### src/verilog/sosc_pkg.sv
package sosc_pkg;
   localparam logic [19:0] OSC_STABLE_STATUS_ADDR = 20'hfffa2;
   localparam logic [19:0] OSC_STABLE_WAIT_SELECT_ADDR = 20'hfffa3;
   localparam logic [7:0] STATUS_RESET = 8'h00;
   localparam logic [2:0] WAIT_SEL_RESET = 3'h7;
   localparam int WAIT_SEL_W = 3;
   localparam int CNT_W = 19;
   // Threshold exponents per select code / per status flag
   localparam int EXP_0 = 8;
   localparam int EXP_1 = 9;
   localparam int EXP_2 = 10;
   localparam int EXP_3 = 11;
   localparam int EXP_4 = 13;
   localparam int EXP_5 = 15;
   localparam int EXP_6 = 17;
   localparam int EXP_7 = 18;

   typedef enum logic [2:0] {
      SOSC_RUN = 3'b001,
      SOSC_HALT = 3'b010,
      SOSC_STOP = 3'b100
   } sosc_state_t;

   typedef struct packed {
      logic [19:0] addr;
      logic [7:0] wdata;
      logic wr;
      logic rd;
      logic wr_byte;
      logic rd_byte;
      logic [2:0] bit_sel;
   } sosc_bus_t;
endpackage : sosc_pkg

### src/verilog/sosc_standby.sv
// Overview of operation
// - Halt instruction gates CPU clock; running oscillators keep oscillating.
// - Stop instruction shuts the main oscillator (main_osc_enable low).
// - Interrupt releases stop; X1 as CPU clock inserts stabilization wait.
// - Registers, memory and port latches are retained in both standby states.
// - Status clears on reset, stop instruction, or X1 stop control set.
// - Flags set one at a time at thresholds, staying set until cleared.
// - Counter counts only up to the selected wait.
// - Status readable by single-bit or whole-byte access.
// - With X1 CPU clock, execution held until selected wait elapses.
// - Select codes 0..7 map to 2^8..2^18 X1 periods.
// - Select written by byte only, resets to 07H, upper bits read zero.
// - Counting starts only once X1 actually oscillates.
// - Unmasked interrupt releases halt; vectored or next instruction.
// - Pending unmasked interrupt at stop falls back to halt, then waits.
module sosc_standby #(
   parameter int CNT_WIDTH = sosc_pkg::CNT_W
) (
   input wire logic ref_clk,
   input wire logic reset,
   input wire sosc_pkg::sosc_bus_t bus,
   output logic [7:0] rdata,
   input wire logic halt_instr,
   input wire logic stop_instr,
   input wire logic irq_pending,
   input wire logic irq_ack_enable,
   input wire logic x1_is_cpu_clock,
   input wire logic x1_osc_stop_ctrl,
   input wire logic x1_clk_tick,
   input wire logic x1_osc_running,
   output logic cpu_clk_enable,
   output logic main_osc_enable,
   output logic vector_request,
   output logic retain_state,
   output logic [2:0] standby_state
);
   // Longest threshold must fit the counter
   if (CNT_WIDTH < sosc_pkg::EXP_7 + 1) begin : g_width_check
      $error("CNT_WIDTH too small for longest wait");
   end

   // Pin inputs from the oscillator domain pass two flops
   logic [1:0] tick_sync;
   logic [1:0] run_sync;
   logic tick_prev;
   logic tick_edge;
   always_ff @(posedge ref_clk) begin
      if (reset) begin
         tick_sync <= 2'h0;
         run_sync <= 2'h0;
         tick_prev <= 1'b0;
      end else begin
         tick_sync <= {tick_sync[0], x1_clk_tick};
         run_sync <= {run_sync[0], x1_osc_running};
         tick_prev <= tick_sync[1];
      end
   end
   assign tick_edge = tick_sync[1] & ~tick_prev;

   sosc_pkg::sosc_state_t state;
   sosc_pkg::sosc_state_t next_state;
   logic [2:0] wait_sel;
   logic [2:0] next_wait_sel;
   logic [7:0] status;
   logic [7:0] next_status;
   logic [CNT_WIDTH-1:0] cnt;
   logic [CNT_WIDTH-1:0] next_cnt;
   logic waiting;
   logic next_waiting;
   logic [7:0] rdata_q;
   logic [7:0] next_rdata;
   logic vec_q;
   logic next_vec;

   // Status bit 7 is the 2^8 flag, bit 0 the 2^18 flag
   localparam int EXPS [8] = '{sosc_pkg::EXP_0, sosc_pkg::EXP_1, sosc_pkg::EXP_2, sosc_pkg::EXP_3,
                               sosc_pkg::EXP_4, sosc_pkg::EXP_5, sosc_pkg::EXP_6, sosc_pkg::EXP_7};
   logic [7:0] reached;
   logic [7:0] allowed;
   genvar g;
   generate
      for (g = 0; g < 8; g++) begin : g_thr
         assign reached[7-g] = cnt >= CNT_WIDTH'(1 << EXPS[g]);
         assign allowed[7-g] = (3'(g) <= wait_sel);
      end
   endgenerate

   logic wait_done;
   logic stable_flag_2p8;
   logic stable_flag_2p18;
   assign stable_flag_2p8 = status[7];
   assign stable_flag_2p18 = status[0];
   assign wait_done = status[3'd7 - wait_sel];
   logic [2:0] wait_sel_bit;
   assign wait_sel_bit = wait_sel;

   always_comb begin
      next_state = state;
      next_wait_sel = wait_sel;
      next_status = status;
      next_cnt = cnt;
      next_waiting = waiting;
      next_vec = 1'b0;
      next_rdata = rdata_q;
      // Count only while X1 truly oscillates and the selected wait is unmet
      if (run_sync[1] && tick_edge && !wait_done) begin
         next_cnt = cnt + CNT_WIDTH'(1);
      end
      next_status = status | (reached & allowed);
      unique case (state)
         sosc_pkg::SOSC_RUN: begin
            if (stop_instr) begin
               next_status = sosc_pkg::STATUS_RESET;
               next_cnt = '0;
               // Pending unmasked request drops straight to halt with wait
               next_state = irq_pending ? sosc_pkg::SOSC_HALT : sosc_pkg::SOSC_STOP;
               next_waiting = irq_pending;
            end else if (halt_instr) begin
               next_state = sosc_pkg::SOSC_HALT;
            end
         end
         sosc_pkg::SOSC_HALT: begin
            if (waiting) begin
               // Hold CPU until selected wait passes when X1 drives it
               if (wait_done || !x1_is_cpu_clock) begin
                  next_waiting = 1'b0;
                  next_state = sosc_pkg::SOSC_RUN;
                  next_vec = irq_ack_enable;
               end
            end else if (irq_pending) begin
               next_state = sosc_pkg::SOSC_RUN;
               next_vec = irq_ack_enable;
            end
         end
         sosc_pkg::SOSC_STOP: begin
            if (irq_pending) begin
               next_state = sosc_pkg::SOSC_HALT;
               next_waiting = 1'b1;
            end
         end
         default: begin
            next_state = sosc_pkg::SOSC_RUN;
         end
      endcase
      if (x1_osc_stop_ctrl) begin
         next_status = sosc_pkg::STATUS_RESET;
         next_cnt = '0;
      end
      // Byte-wide write only; bit writes ignored
      if (bus.wr && bus.wr_byte && bus.addr == sosc_pkg::OSC_STABLE_WAIT_SELECT_ADDR) begin
         next_wait_sel = bus.wdata[2:0];
      end
      if (bus.rd) begin
         if (bus.addr == sosc_pkg::OSC_STABLE_STATUS_ADDR) begin
            // Single-bit read returns chosen bit in bit 0
            next_rdata = bus.rd_byte ? status : {7'h00, status[bus.bit_sel]};
         end else if (bus.addr == sosc_pkg::OSC_STABLE_WAIT_SELECT_ADDR) begin
            next_rdata = {5'h00, wait_sel};
         end else begin
            next_rdata = 8'h00;
         end
      end
   end

   always_ff @(posedge ref_clk) begin
      if (reset) begin
         state <= sosc_pkg::SOSC_RUN;
         wait_sel <= sosc_pkg::WAIT_SEL_RESET;
         status <= sosc_pkg::STATUS_RESET;
         cnt <= '0;
         waiting <= 1'b0;
         rdata_q <= 8'h00;
         vec_q <= 1'b0;
      end else begin
         state <= next_state;
         wait_sel <= next_wait_sel;
         status <= next_status;
         cnt <= next_cnt;
         waiting <= next_waiting;
         rdata_q <= next_rdata;
         vec_q <= next_vec;
      end
   end

   assign rdata = rdata_q;
   assign vector_request = vec_q;
   assign standby_state = state;
   assign cpu_clk_enable = (state == sosc_pkg::SOSC_RUN);
   // Oscillators only stop in deep stop; halt leaves them alone
   assign main_osc_enable = (state != sosc_pkg::SOSC_STOP);
   // Standby freezes CPU side; block itself never clears other state
   assign retain_state = (state != sosc_pkg::SOSC_RUN);

   // Status flags, wait counter and tick sync
   stable_order_a: assert property (@(posedge ref_clk) disable iff (reset)
      (status[6:0] & ~status[7:1]) == 7'h00)
      else $error("status not thermometer");
   flag_sticky_a: assert property (@(posedge ref_clk) disable iff (reset)
      (status[7] && !stop_instr && !x1_osc_stop_ctrl && state != sosc_pkg::SOSC_RUN) |=> status[7])
      else $error("flag dropped");
   stop_clear_a: assert property (@(posedge ref_clk) disable iff (reset)
      (state == sosc_pkg::SOSC_RUN && stop_instr) |=> status == 8'h00)
      else $error("stop no clear");
   x1_osc_stop_ctrl_clear_a: assert property (@(posedge ref_clk) disable iff (reset)
      x1_osc_stop_ctrl |=> status == 8'h00)
      else $error("x1 stop no clear");
   flag_reach_a: assert property (@(posedge ref_clk) disable iff (reset)
      (status & ~reached) == 8'h00)
      else $error("flag before threshold");
   flag_order_a: assert property (@(posedge ref_clk) disable iff (reset)
      stable_flag_2p18 |-> stable_flag_2p8)
      else $error("longest flag without shortest");
   // A lowered select may leave older flags; only new flags are limited
   limit_sel_a: assert property (@(posedge ref_clk) disable iff (reset)
      (status & ~$past(status) & ~$past(allowed)) == 8'h00)
      else $error("past selected wait");
   cnt_limit_a: assert property (@(posedge ref_clk) disable iff (reset)
      wait_done |=> $stable(cnt) || cnt == '0)
      else $error("count past selected wait");
   cnt_gate_a: assert property (@(posedge ref_clk) disable iff (reset)
      !run_sync[1] |=> $stable(cnt) || cnt == '0)
      else $error("count without oscillator");
   sync_edge_a: assert property (@(posedge ref_clk) disable iff (reset)
      tick_edge |=> !tick_edge)
      else $error("tick counted twice");

   // Standby state machine
   stop_osc_a: assert property (@(posedge ref_clk) disable iff (reset)
      (state == sosc_pkg::SOSC_RUN && stop_instr && !irq_pending) |=> !main_osc_enable)
      else $error("osc not stopped");
   halt_clk_a: assert property (@(posedge ref_clk) disable iff (reset)
      (state == sosc_pkg::SOSC_RUN && halt_instr && !stop_instr) |=> !cpu_clk_enable && main_osc_enable)
      else $error("halt gating wrong");
   halt_osc_a: assert property (@(posedge ref_clk) disable iff (reset)
      state == sosc_pkg::SOSC_HALT |-> main_osc_enable)
      else $error("halt stopped oscillator");
   instr_ignore_a: assert property (@(posedge ref_clk) disable iff (reset)
      (state != sosc_pkg::SOSC_RUN && (halt_instr || stop_instr) && !irq_pending && !waiting) |=> $stable(state))
      else $error("instruction taken in standby");
   state_onehot_a: assert property (@(posedge ref_clk) disable iff (reset)
      $onehot(state))
      else $error("state not one-hot");
   stop_wake_a: assert property (@(posedge ref_clk) disable iff (reset)
      (state == sosc_pkg::SOSC_STOP && irq_pending) |=> state == sosc_pkg::SOSC_HALT && waiting)
      else $error("stop not released");
   int_release_a: assert property (@(posedge ref_clk) disable iff (reset)
      (waiting && !x1_is_cpu_clock) |=> cpu_clk_enable)
      else $error("internal clock release late");
   fallback_a: assert property (@(posedge ref_clk) disable iff (reset)
      (state == sosc_pkg::SOSC_RUN && stop_instr && irq_pending) |=> state == sosc_pkg::SOSC_HALT && waiting)
      else $error("no fallback to halt");
   hold_wait_a: assert property (@(posedge ref_clk) disable iff (reset)
      (waiting && x1_is_cpu_clock && !wait_done) |=> !cpu_clk_enable)
      else $error("cpu ran early");
   release_flag_a: assert property (@(posedge ref_clk) disable iff (reset)
      ($fell(waiting) && $past(x1_is_cpu_clock)) |-> status[3'd7 - wait_sel_bit])
      else $error("released before selected flag");
   halt_wake_a: assert property (@(posedge ref_clk) disable iff (reset)
      (state == sosc_pkg::SOSC_HALT && !waiting && irq_pending) |=> cpu_clk_enable)
      else $error("halt not released");
   vec_pulse_a: assert property (@(posedge ref_clk) disable iff (reset)
      vector_request |-> cpu_clk_enable && $past(irq_ack_enable))
      else $error("vector without enable");
   vec_single_a: assert property (@(posedge ref_clk) disable iff (reset)
      vector_request |=> !vector_request)
      else $error("vector longer than a cycle");
   stop_retain_a: assert property (@(posedge ref_clk) disable iff (reset)
      state == sosc_pkg::SOSC_STOP |-> !cpu_clk_enable && retain_state)
      else $error("stop not retaining");
   retain_sel_a: assert property (@(posedge ref_clk) disable iff (reset)
      (retain_state && !bus.wr) |=> $stable(wait_sel))
      else $error("select lost in standby");
   // Checked through reset, so no disable here
   reset_run_a: assert property (@(posedge ref_clk)
      reset |=> state == sosc_pkg::SOSC_RUN && wait_sel == sosc_pkg::WAIT_SEL_RESET && status == 8'h00)
      else $error("reset values wrong");

   // Register access
   sel_byte_a: assert property (@(posedge ref_clk) disable iff (reset)
      (bus.wr && !bus.wr_byte) |=> $stable(wait_sel))
      else $error("bit write changed select");
   sel_write_a: assert property (@(posedge ref_clk) disable iff (reset)
      (bus.wr && bus.wr_byte && bus.addr == sosc_pkg::OSC_STABLE_WAIT_SELECT_ADDR) |=> wait_sel == $past(bus.wdata[2:0]))
      else $error("select write lost");
   sel_upper_a: assert property (@(posedge ref_clk) disable iff (reset)
      ($past(bus.rd) && $past(bus.addr) == sosc_pkg::OSC_STABLE_WAIT_SELECT_ADDR) |-> rdata[7:3] == 5'h00)
      else $error("upper select bits");
   status_read_a: assert property (@(posedge ref_clk) disable iff (reset)
      (bus.rd && bus.rd_byte && bus.addr == sosc_pkg::OSC_STABLE_STATUS_ADDR) |=> rdata == $past(status))
      else $error("status byte read wrong");
   bit_read_a: assert property (@(posedge ref_clk) disable iff (reset)
      (bus.rd && !bus.rd_byte && bus.addr == sosc_pkg::OSC_STABLE_STATUS_ADDR)
      |=> rdata == {7'h00, $past(status[bus.bit_sel])})
      else $error("status bit read wrong");
   rd_hold_a: assert property (@(posedge ref_clk) disable iff (reset)
      !bus.rd |=> $stable(rdata))
      else $error("read data changed without read");
   unmapped_a: assert property (@(posedge ref_clk) disable iff (reset)
      (bus.rd && bus.addr != sosc_pkg::OSC_STABLE_STATUS_ADDR && bus.addr != sosc_pkg::OSC_STABLE_WAIT_SELECT_ADDR)
      |=> rdata == 8'h00)
      else $error("unmapped read not zero");
endmodule : sosc_standby

### config.mk
export PLATFORM = sky130hd
export DESIGN_NAME = sosc_standby
export DESIGN_NICKNAME = d
export VERILOG_FILES = /design/src/verilog/sosc_pkg.sv /design/src/verilog/sosc_standby.sv
export SDC_FILE = /design/constraint.sdc
export NUM_CORES = 1
export LEC_CHECK = 0
export BUFFER_PORTS_ARGS = -buffer_cell sky130_fd_sc_hd__buf_4
export CAP_MARGIN = 20
export CORE_ASPECT_RATIO = 0.9
export CORE_MARGIN = 1.5
export CORE_UTILIZATION = 48
export CTS_CLUSTER_DIAMETER = 200
export DETAILED_ROUTE_END_ITERATION = 8
export PLACE_DENSITY_LB_ADDON = 0.15
export RECOVER_POWER = 50
export SKIP_LAST_GASP = 1
export SLEW_MARGIN = 20
export SYNTH_ARGS = -nofsm -noshare
export SYNTH_HDL_FRONTEND = slang
export SYNTH_SLANG_ARGS = --single-unit
### constraint.sdc
create_clock -name ref_clk -period 2.1 [get_ports ref_clk]
set_input_delay 0.21 -clock ref_clk [delete_from_list [all_inputs] [get_ports ref_clk]]
set_output_delay 0.21 -clock ref_clk [all_outputs]
set_load 0.02 [all_outputs]
==> impl_results.md, run 1 <==
- Status: finished clean
- Layout area overhead: 30.4%
- Crit path DAT: 2320 ps
- Initial antenna violation count: 0
- Nets: 423
- HP Class: in -> reg
- Post-DR wirelength/cell: 15.9 um
- Post-synth top area cell: dfxtp_1
- Syn Inst Count: 308
- Starting Density: 0.494
- Maximum clock frequency: 0.481 GHz
- CP cell instances: mux2_4 > mux4_2 > or4_1 > a21oi_2
- Worst slack at placement: -170 ps
- HPWL after DPL: 4.74 mm
- Layout cells sized above 1: 0.276
- Wirelength, routed: 7.07 mm
- Grt total ovfl: 0
- Synthesized area per cell: 8.38 sq um
- Number of global-route vias before repair: 2321
- Worst EP required: 2340 ps
- Slowest Stage Delay on Critical Path: 580 ps
- Register area: 965 sq um
- Peak supply drop: 0.388 mV
- Slew HR: 0.594
- P per Cell Area: 565 nW/um^2
- Vias per cell: 5.95
- Largest net degree at the start of global routing: 19
- Skew-Pair Late Insertion Delay: 310 ps
- RePlAce Congestion: 0.781
- Critical-path top delay cell: mux4_2
- Sequential area share after synthesis: 0.372
- Iter 0 DRT Violations: 239
- First drt pass iteration count: 4
- Hold Path Depth: 2
- Detail Route Antenna Nets: 0
- Overall die width: 80.3 um
- Syn nets: 355
- TritonCTS Buffers: 5
- Worst R2R End: cnt[9]
- Post-layout util: 0.645
- Clock slew at reported path FFs: 100 ps
- Full die area: 5830 sq um
- IO Pins: 60
- Leakage power: 1.25 nW
- Setup Skew: 5.04 ps
- Hold_buf cts: 0
- Crit path launch type: register
- Total inserted antenna cells: 0
- WS Path Type: reg -> reg
- Worst reg-to-reg setup slack: 20 ps
- Hold path start: x1_clk_tick
- Max clock buf depth: 2
- Asr flop ratio synth: 0
- Top-area cell type share of the netlist area: 0.372
- Number of enable flip-flop cells after synthesis: 0
- Final period util: 0.990
- Die Span Y: 72.6 um
- Final Slew Violations: 0
- Number of synthesis warnings: 0
- Endpoints failing setup: 0
- # fillers: 486
- Number of core rows: 25
- Reg2reg start: wait_sel[0]
- Tot GR Track Use: 0.247
- Worst Max-Slew Pin Slew: 607 ps
- Min setup slack post-route: 20.3 ps
- Hold EP: tick_sync[0]
- Global-route wire length before repair: 11.3 mm
- H-Tree Depth: 2
- DR vias: 2642
- TritonCTS clock tree: built
- Commonest cells after routing, fill and taps aside: 75 x buf_4, 47 x dfxtp_1, 25 x nand2_1
- Synth Register Bits: 48
- Crit path max fanout: 7
- Post-synth top flop: dfxtp_1
- Yosys cell types: 47
- Root Buffer: clkbuf_8
- Multi-input logic area: 1610 sq um
- Final Hold Fails: 0
- Most common cell after layout, fill and taps aside: buf_4
- CTS sink count: 48
- Max cap viols: 0
- RSZ-0062 raised after global routing: true
- Remaining DRCs: 0
- Synth area leaders: dfxtp_1 37%, mux2i_1 4.7%, a21oi_1 4.1%, nand2_1 3.6%, mux4_2 3.5%
- Netlist Area Pre-Place: 2580 sq um
- Core box area: 5220 sq um
- CP endpoint kind: register
- Final Critical Period: 2080 ps
- R2R cell count: 4
- Buffers on Ports: 54
-- report_power, final --
group	internal, mW	leakage (nW)	switching [mW]	total [mW]
logic	0.130	0.802	0.130	0.260
clock network	0.359	0.0583	0.333	0.692
registers	0.924	0.388	0.0257	0.950
total	1.41	1.25	0.489	1.90
-- kinds of logic after synthesis --
kind of cell,Yosys count,share of synthesized area
flops,48,0.372
buf+inv,25,0.0368
fa+ha+maj,2,0.00969
simple gates,147,0.323
mux,20,0.0988
compound gates,66,0.159
-- cells in the mapped netlist (2+ instances only) --
master / instances
a31oi_1: 4
nor4_1: 9
ha_1: 2
o21ai_0: 15
nand2b_1: 4
clkbuf_1: 15
o211ai_1: 2
nand3_1: 15
mux4_2: 4
nand2_1: 25
or4_1: 9
nor3_1: 10
o21a_1: 3
nand4_1: 13
dfxtp_1: 48
a21oi_1: 21
and3_1: 4
and3b_1: 2
nor2_1: 18
mux2i_1: 12
nor2b_1: 7
or3_1: 12
nand3b_1: 6
inv_1: 8
mux2_2: 3
nand4b_1: 2
o31ai_1: 11
or2_2: 3
o31a_1: 3
-- layer usage --
metal	vias to the layer above	GRT usage	part of all wire
met5	-	0	0
met4	0	0.0862	0.017
met3	17	0.0538	0.062
met2	85	0.362	0.46
met1	1231	0.359	0.46
li1	1309	-	-
-- worst max path at each step --
stage	cells past startpoint	start	slack [ps]	to
after global routing	5	cnt[1]	-20	cnt[12]
after CTS	4	wait_sel[0]	-2	cnt[9]
after floorplan	5	wait_sel[0]	70	cnt[7]
after global placement	4	wait_sel[0]	-100	cnt[6]
after detailed placement	4	wait_sel[0]	-170	cnt[7]
final	4	wait_sel[0]	20	cnt[9]
-- what timing repair did --
action	CTS	global route
resized for setup	5	9
pin swaps	0	2
cloned	2	0
setup endpoints to repair	19	10
hold endpoints to repair	0	0
buffers inserted	0	0
-- critical path: cells and delay by family, from the launching register on --
family	cells	cell delay (ps)
DFF	1	420
and+or+nand+nor	1	520
muxes	2	930
AOI/OAI and AO/OA	1	150
-- registers in the layout, summed over array words and instances, names as in the netlist --
name,cells
cnt,19
rdata,8
run_sync,2
standby_state,3
status,8
tick_prev,1
tick_sync,2
vector_request,1
wait_sel,3
waiting,1
-- layout make-up --
class / count / area share
Inverter: 9 / 0.0100
Sequential cell: 48 / 0.287
Multi-Input combinational cell: 237 / 0.477
Clock buffer: 5 / 0.0204
Clock inverter: 3 / 0.0141
Timing Repair Buffer: 75 / 0.167
Tap cell: 67 / 0.0249
-- per-stage QoR --
| step | setup TNS (ps) | power (mW) | instances | hold WS, ps | cell area (sq um) |
|---|---|---|---|---|---|
| after global placement | -751 | 1.23 | 434 | 430 | 3170 |
| after floorplan | 0 | 1.10 | 308 | 282 | 2580 |
| after global routing | -37.3 | 1.98 | 444 | 111 | 3370 |
| final | 0 | 1.90 | 444 | 120 | 3370 |
| after detailed placement | -1700 | 1.23 | 434 | 428 | 3170 |
| after CTS | -1.94 | 1.91 | 444 | 119 | 3330 |
(Power assumes the default switching activity.)
==> run 2: changes to the inputs <==
Settings changed: CELL_PAD_IN_SITES_DETAIL_PLACEMENT from default to 0, CELL_PAD_IN_SITES_GLOBAL_PLACEMENT from default to 2, CORE_UTILIZATION 48 to 28.
==> impl_results.md, run 2 (synthesized netlist as in run 1, its figures left out) <==
- Worst reg-to-reg setup slack: 10 ps
- Max cap viols: 0
- First drt pass iteration count: 4
- DR vias: 2539
- CP endpoint kind: register
- IO Pins: 60
- Buffers on Ports: 54
- # fillers: 944
- Hold path start: x1_clk_tick
- Largest register FFs: 19
- Core box area: 9040 sq um
- Reg2reg start: wait_sel[0]
- Most common cell after layout, fill and taps aside: buf_4
- Detail Route Antenna Nets: 0
- Starting Density: 0.286
- Post-DR wirelength/cell: 14.3 um
- Initial antenna violation count: 0
- Full die area: 9810 sq um
- Iter 0 DRT Violations: 68
- Largest net degree at the start of global routing: 26
- Leakage power: 1.17 nW
- WS Path Type: reg -> reg
- Max clock buf depth: 2
- Total inserted antenna cells: 0
- Grt total ovfl: 0
- Crit path DAT: 2320 ps
- Wirelength, routed: 7.12 mm
- Register name with the most flops: cnt
- Setup Skew: 16.6 ps
- H-Tree Depth: 2
- Final Slew Violations: 0
- RePlAce Congestion: 0.757
- RSZ-0062 raised after global routing: true
- HPWL after DPL: 5.21 mm
- R2R cell count: 5
- P per Cell Area: 572 nW/um^2
- Overall die width: 104 um
- TritonCTS clock tree: built
- Crit path max fanout: 13
- Critical-path top delay cell: mux4_2
- Slowest Stage Delay on Critical Path: 510 ps
- Number of global-route vias before repair: 2360
- Worst EP required: 2330 ps
- CP cell instances: mux2_2 > mux4_2 > buf_12 > or4_1 > a21oi_1
- HP Class: in -> reg
- Multi-input logic area: 1560 sq um
- Commonest cells after routing, fill and taps aside: 57 x buf_4, 47 x dfxtp_1, 25 x nand2_1
- CTS sink count: 48
- Global-route wire length before repair: 12.0 mm
- Die Span Y: 94.1 um
- TritonCTS Buffers: 5
- Number of core rows: 33
- Register area: 965 sq um
- Maximum clock frequency: 0.479 GHz
- Nets: 421
- Layout cells sized above 1: 0.235
- Worst R2R End: cnt[6]
- Crit path launch type: register
- Slew HR: 0.523
- Final Critical Period: 2090 ps
- Tot GR Track Use: 0.151
- Clock slew at reported path FFs: 100 ps
- Worst Hold Margin: 104 ps
- Peak supply drop: 0.263 mV
- Post-layout util: 0.372
- Final period util: 0.995
- Hold Path Depth: 2
- Remaining DRCs: 0
- Vias per cell: 5.11
- Final Hold Fails: 0
- Worst Max-Slew Pin Slew: 716 ps
- Hold EP: tick_sync[0]
- Status: finished clean
- Endpoints failing setup: 0
- Skew-Pair Late Insertion Delay: 310 ps
- Layout area overhead: 30.4%
- Root Buffer: clkbuf_8
run 2: changes by cell type in the layout (fill, tap and decap cells not counted), sizes merged:
cell / before / now
buf: 75 / 58
mux4: 6 / 4
clkinv: 3 / 2
clkbuf: 5 / 23
run 2: layer usage:
layer  part of all wire  vias up  GRT usage
li1                   -     1292          -
met3              0.047        4     0.0264
met5                  0        -          0
met1               0.49     1180      0.208
met2               0.46       63      0.245
met4             0.0072        0     0.0359
run 2: what timing repair did:
action                                  CTS  global route
cloned                                    0             1
gates resized for setup                   2             7
pin swaps                                 0             2
endpoints found under the setup margin   10            10
hold buffers                              0             0
setup buffers                             0             2
run 2: worst max path at each step:
stage	from	end	slack, ps	cells past startpoint
5_1_grt	wait_sel[0]	cnt[6]	-50	5
6_report	wait_sel[0]	cnt[6]	10	5
3_3_place_gp	wait_sel[0]	cnt[6]	-8	5
4_1_cts	wait_sel[0]	cnt[6]	10	5
3_5_place_dp	wait_sel[0]	cnt[7]	-50	5
2_1_floorplan	wait_sel[0]	cnt[7]	70	5
run 2: worst max-delay path, delay by kind of cell, from the launching register on:
| kind | cells | cell delay [ps] |
|---|---|---|
| multiplexers | 2 | 840 |
| AND/OR/NAND/NOR | 1 | 490 |
| flip-flops | 1 | 380 |
| buffers and inverters | 1 | 170 |
| AO/OA/AOI/OAI | 1 | 140 |
run 2: cell type report:
cell class	count	share of cell area
clock buffer	6	0.0245
timing repair buffer	75	0.159
multi-input combinational	235	0.463
clock inverter	2	0.0115
tap	122	0.0453
sequential	48	0.287
inverter	9	0.0100
run 2: power breakdown:
part           total (mW)  switching, mW  internal, mW
Combinational       0.251          0.128         0.122
Clock               0.728          0.338         0.390
Sequential          0.949         0.0244         0.924
Total                1.93          0.491          1.44
run 2: metrics by stage:
stage | TNS, ps | setup WS, ps | cells | area [sq um] | power, mW
after floorplan | 0 | 66.1 | 308 | 2580 | 1.10
after global placement | -9.91 | -8.33 | 486 | 3230 | 1.23
after detailed placement | -192 | -47.7 | 486 | 3230 | 1.23
after CTS | 0 | 10.9 | 494 | 3350 | 1.95
after global routing | -214 | -49.9 | 497 | 3370 | 2.01
final | 0 | 10.3 | 497 | 3370 | 1.93
==> run 3: changes to the inputs <==
--- a/config.mk
+++ b/config.mk
@@ -19,3 +19,3 @@
 export SKIP_LAST_GASP = 1
-export SLEW_MARGIN = 20
+export SLEW_MARGIN = 5
 export SYNTH_ARGS = -nofsm -noshare
==> constraint.sdc (replaced) <==
create_clock -name ref_clk -period 2.1 [get_ports ref_clk]
set_input_delay 0.105 -clock ref_clk [delete_from_list [all_inputs] [get_ports ref_clk]]
set_output_delay 0.105 -clock ref_clk [all_outputs]
set_load 0.02 [all_outputs]
==> impl_results.md, run 3 (synthesized netlist as in run 1, its figures left out) <==
- Status: finished clean
- Crit. Startpoint: wait_sel[0]
- IO Pins: 60
- Combinational power share: 0.136
- Crit path DAT: 2310 ps
- Total inserted antenna cells: 0
- Skew-Pair Late Insertion Delay: 300 ps
- Switching Fraction: 0.254
- Sw power: 0.476 mW
- Final period util: 0.992
- Endpoints failing setup: 0
- Register area: 965 sq um
- Layout area overhead: 28.4%
- Worst R2R End: cnt[6]
- Multi-input logic area: 1570 sq um
- Crit path max fanout: 10
- Total Power: 1.88 mW
- Cell internal pwr: 1.40 mW
- Global-route wire length before repair: 12.3 mm
- H-Tree Depth: 2
- Detail Route Antenna Nets: 0
- Slew HR: 0.479
- Reg2reg start: wait_sel[0]
- Largest net degree at the start of global routing: 19
- Die Span Y: 94.1 um
- Wirelength, routed: 7.28 mm
- Crit path launch type: register
- RSZ-0062 raised after global routing: true
- Worst slack at placement: -47.9 ps
- Layout cells sized above 1: 0.228
- Min setup slack post-route: 17.5 ps
- WS Path Type: reg -> reg
- Final Slew Violations: 0
- HP Class: in -> reg
- Largest register FFs: 19
- Setup crit end: cnt[6]
- Tot GR Track Use: 0.154
- TritonCTS clock tree: built
- Remaining DRCs: 0
- Hold path start: x1_clk_tick
- TritonCTS Buffers: 5
- Flop pwr share: 0.506
- Worst reg-to-reg setup slack: 20 ps
- Vias per cell: 5.21
- DR vias: 2574
- Register name with the most flops: cnt
- R2R cell count: 5
- Max clock buf depth: 2
- Core box area: 9040 sq um
- Number of core rows: 33
- CP endpoint kind: register
- Commonest cells after routing, fill and taps aside: 54 x buf_4, 47 x dfxtp_1, 25 x nand2_1
- Full die area: 9810 sq um
- RePlAce Congestion: 0.742
- Iter 0 DRT Violations: 103
- HPWL after DPL: 5.41 mm
- Grt total ovfl: 0
- Post-DR wirelength/cell: 14.7 um
- Clock Power Share: 0.358
- CTS sink count: 48
- Maximum clock frequency: 0.480 GHz
- Final Critical Period: 2080 ps
- Number of global-route vias before repair: 2445
- Critical-path top delay cell: or4_4
- Clock slew at reported path FFs: 90 ps
- Max cap viols: 0
- Most common cell after layout, fill and taps aside: buf_4
- Root Buffer: clkbuf_8
- CP cell instances: mux2_2 > mux4_2 > buf_4 > or4_4 > a21oi_2
- Buffers on Ports: 54
- Peak supply drop: 0.229 mV
- Nets: 418
- Leakage power: 1.14 nW
- Post-CTS Setup Bufs: 0
- Starting Density: 0.286
- Setup Skew: 8.43 ps
- P per Cell Area: 566 nW/um^2
- Worst Max-Slew Pin Slew: 782 ps
- # fillers: 953
- Worst EP required: 2330 ps
- Slowest Stage Delay on Critical Path: 510 ps
- Overall die width: 104 um
- Final Hold Fails: 0
- Initial antenna violation count: 0
- First drt pass iteration count: 4
[run 3: what timing repair did]
| action | CTS | global route |
|---|---|---|
| pin swaps | 0 | 2 |
| gates resized for setup | 1 | 12 |
| cloned | 0 | 0 |
| setup endpoints to repair | 13 | 13 |
| hold buffers | 0 | 0 |
[run 3: layout make-up]
cell class                      count  share of cell area
Multi-Input combinational cell    235               0.474
Sequential cell                    48               0.291
Timing Repair Buffer               72               0.146
Tap cell                          122              0.0460
Clock buffer                        6              0.0219
Clock inverter                      2              0.0106
Inverter                            9              0.0102
[run 3: worst min path at each step]
stage	slack (ps)	cells after the start	end
2_1_floorplan	180	1	run_sync[0]
3_3_place_gp	310	2	tick_sync[0]
3_5_place_dp	320	2	run_sync[0]
4_1_cts	7	2	run_sync[0]
5_1_grt	7	2	run_sync[0]
6_report	10	2	tick_sync[0]
[run 3: worst max-delay path, delay by kind of cell, from the launching register on]
| family | cells | cell delay [ps] |
|---|---|---|
| buffers and inverters | 1 | 180 |
| and+or+nand+nor | 1 | 510 |
| AOI/OAI and AO/OA | 1 | 130 |
| muxes | 2 | 810 |
| DFF | 1 | 380 |
[run 3: routing by layer]
metal  GRT usage  part of all wire  vias to the layer above
met5           0                 0                        -
met4      0.0451             0.013                        0
met3      0.0340             0.040                        9
met2       0.254              0.45                       54
met1       0.203              0.50                     1226
li1            -                 -                     1285
[run 3: power by group through the flow]
| stage | Clock, mW | Combinational [mW] | Sequential (mW) |
|---|---|---|---|
| after floorplan | 0 | 0.133 | 0.971 |
| after global placement | 0 | 0.262 | 0.973 |
| after detailed placement | 0 | 0.263 | 0.973 |
| after CTS | 0.693 | 0.264 | 0.952 |
| after global routing | 0.737 | 0.280 | 0.955 |
| final | 0.671 | 0.255 | 0.950 |
[run 3: stage by stage]
stage / cell area (sq um) / cells / util / setup TNS [ps] / hold WS [ps]
detailed placement: 3210 / 486 / 0.355 / -282 / 323
CTS: 3320 / 494 / 0.368 / 0 / 6.76
floorplan: 2580 / 308 / - / 0 / 177
finish: 3320 / 494 / 0.367 / 0 / 14.8
global route: 3320 / 494 / 0.367 / -163 / 7.41
global placement: 3210 / 486 / 0.355 / 0 / 314
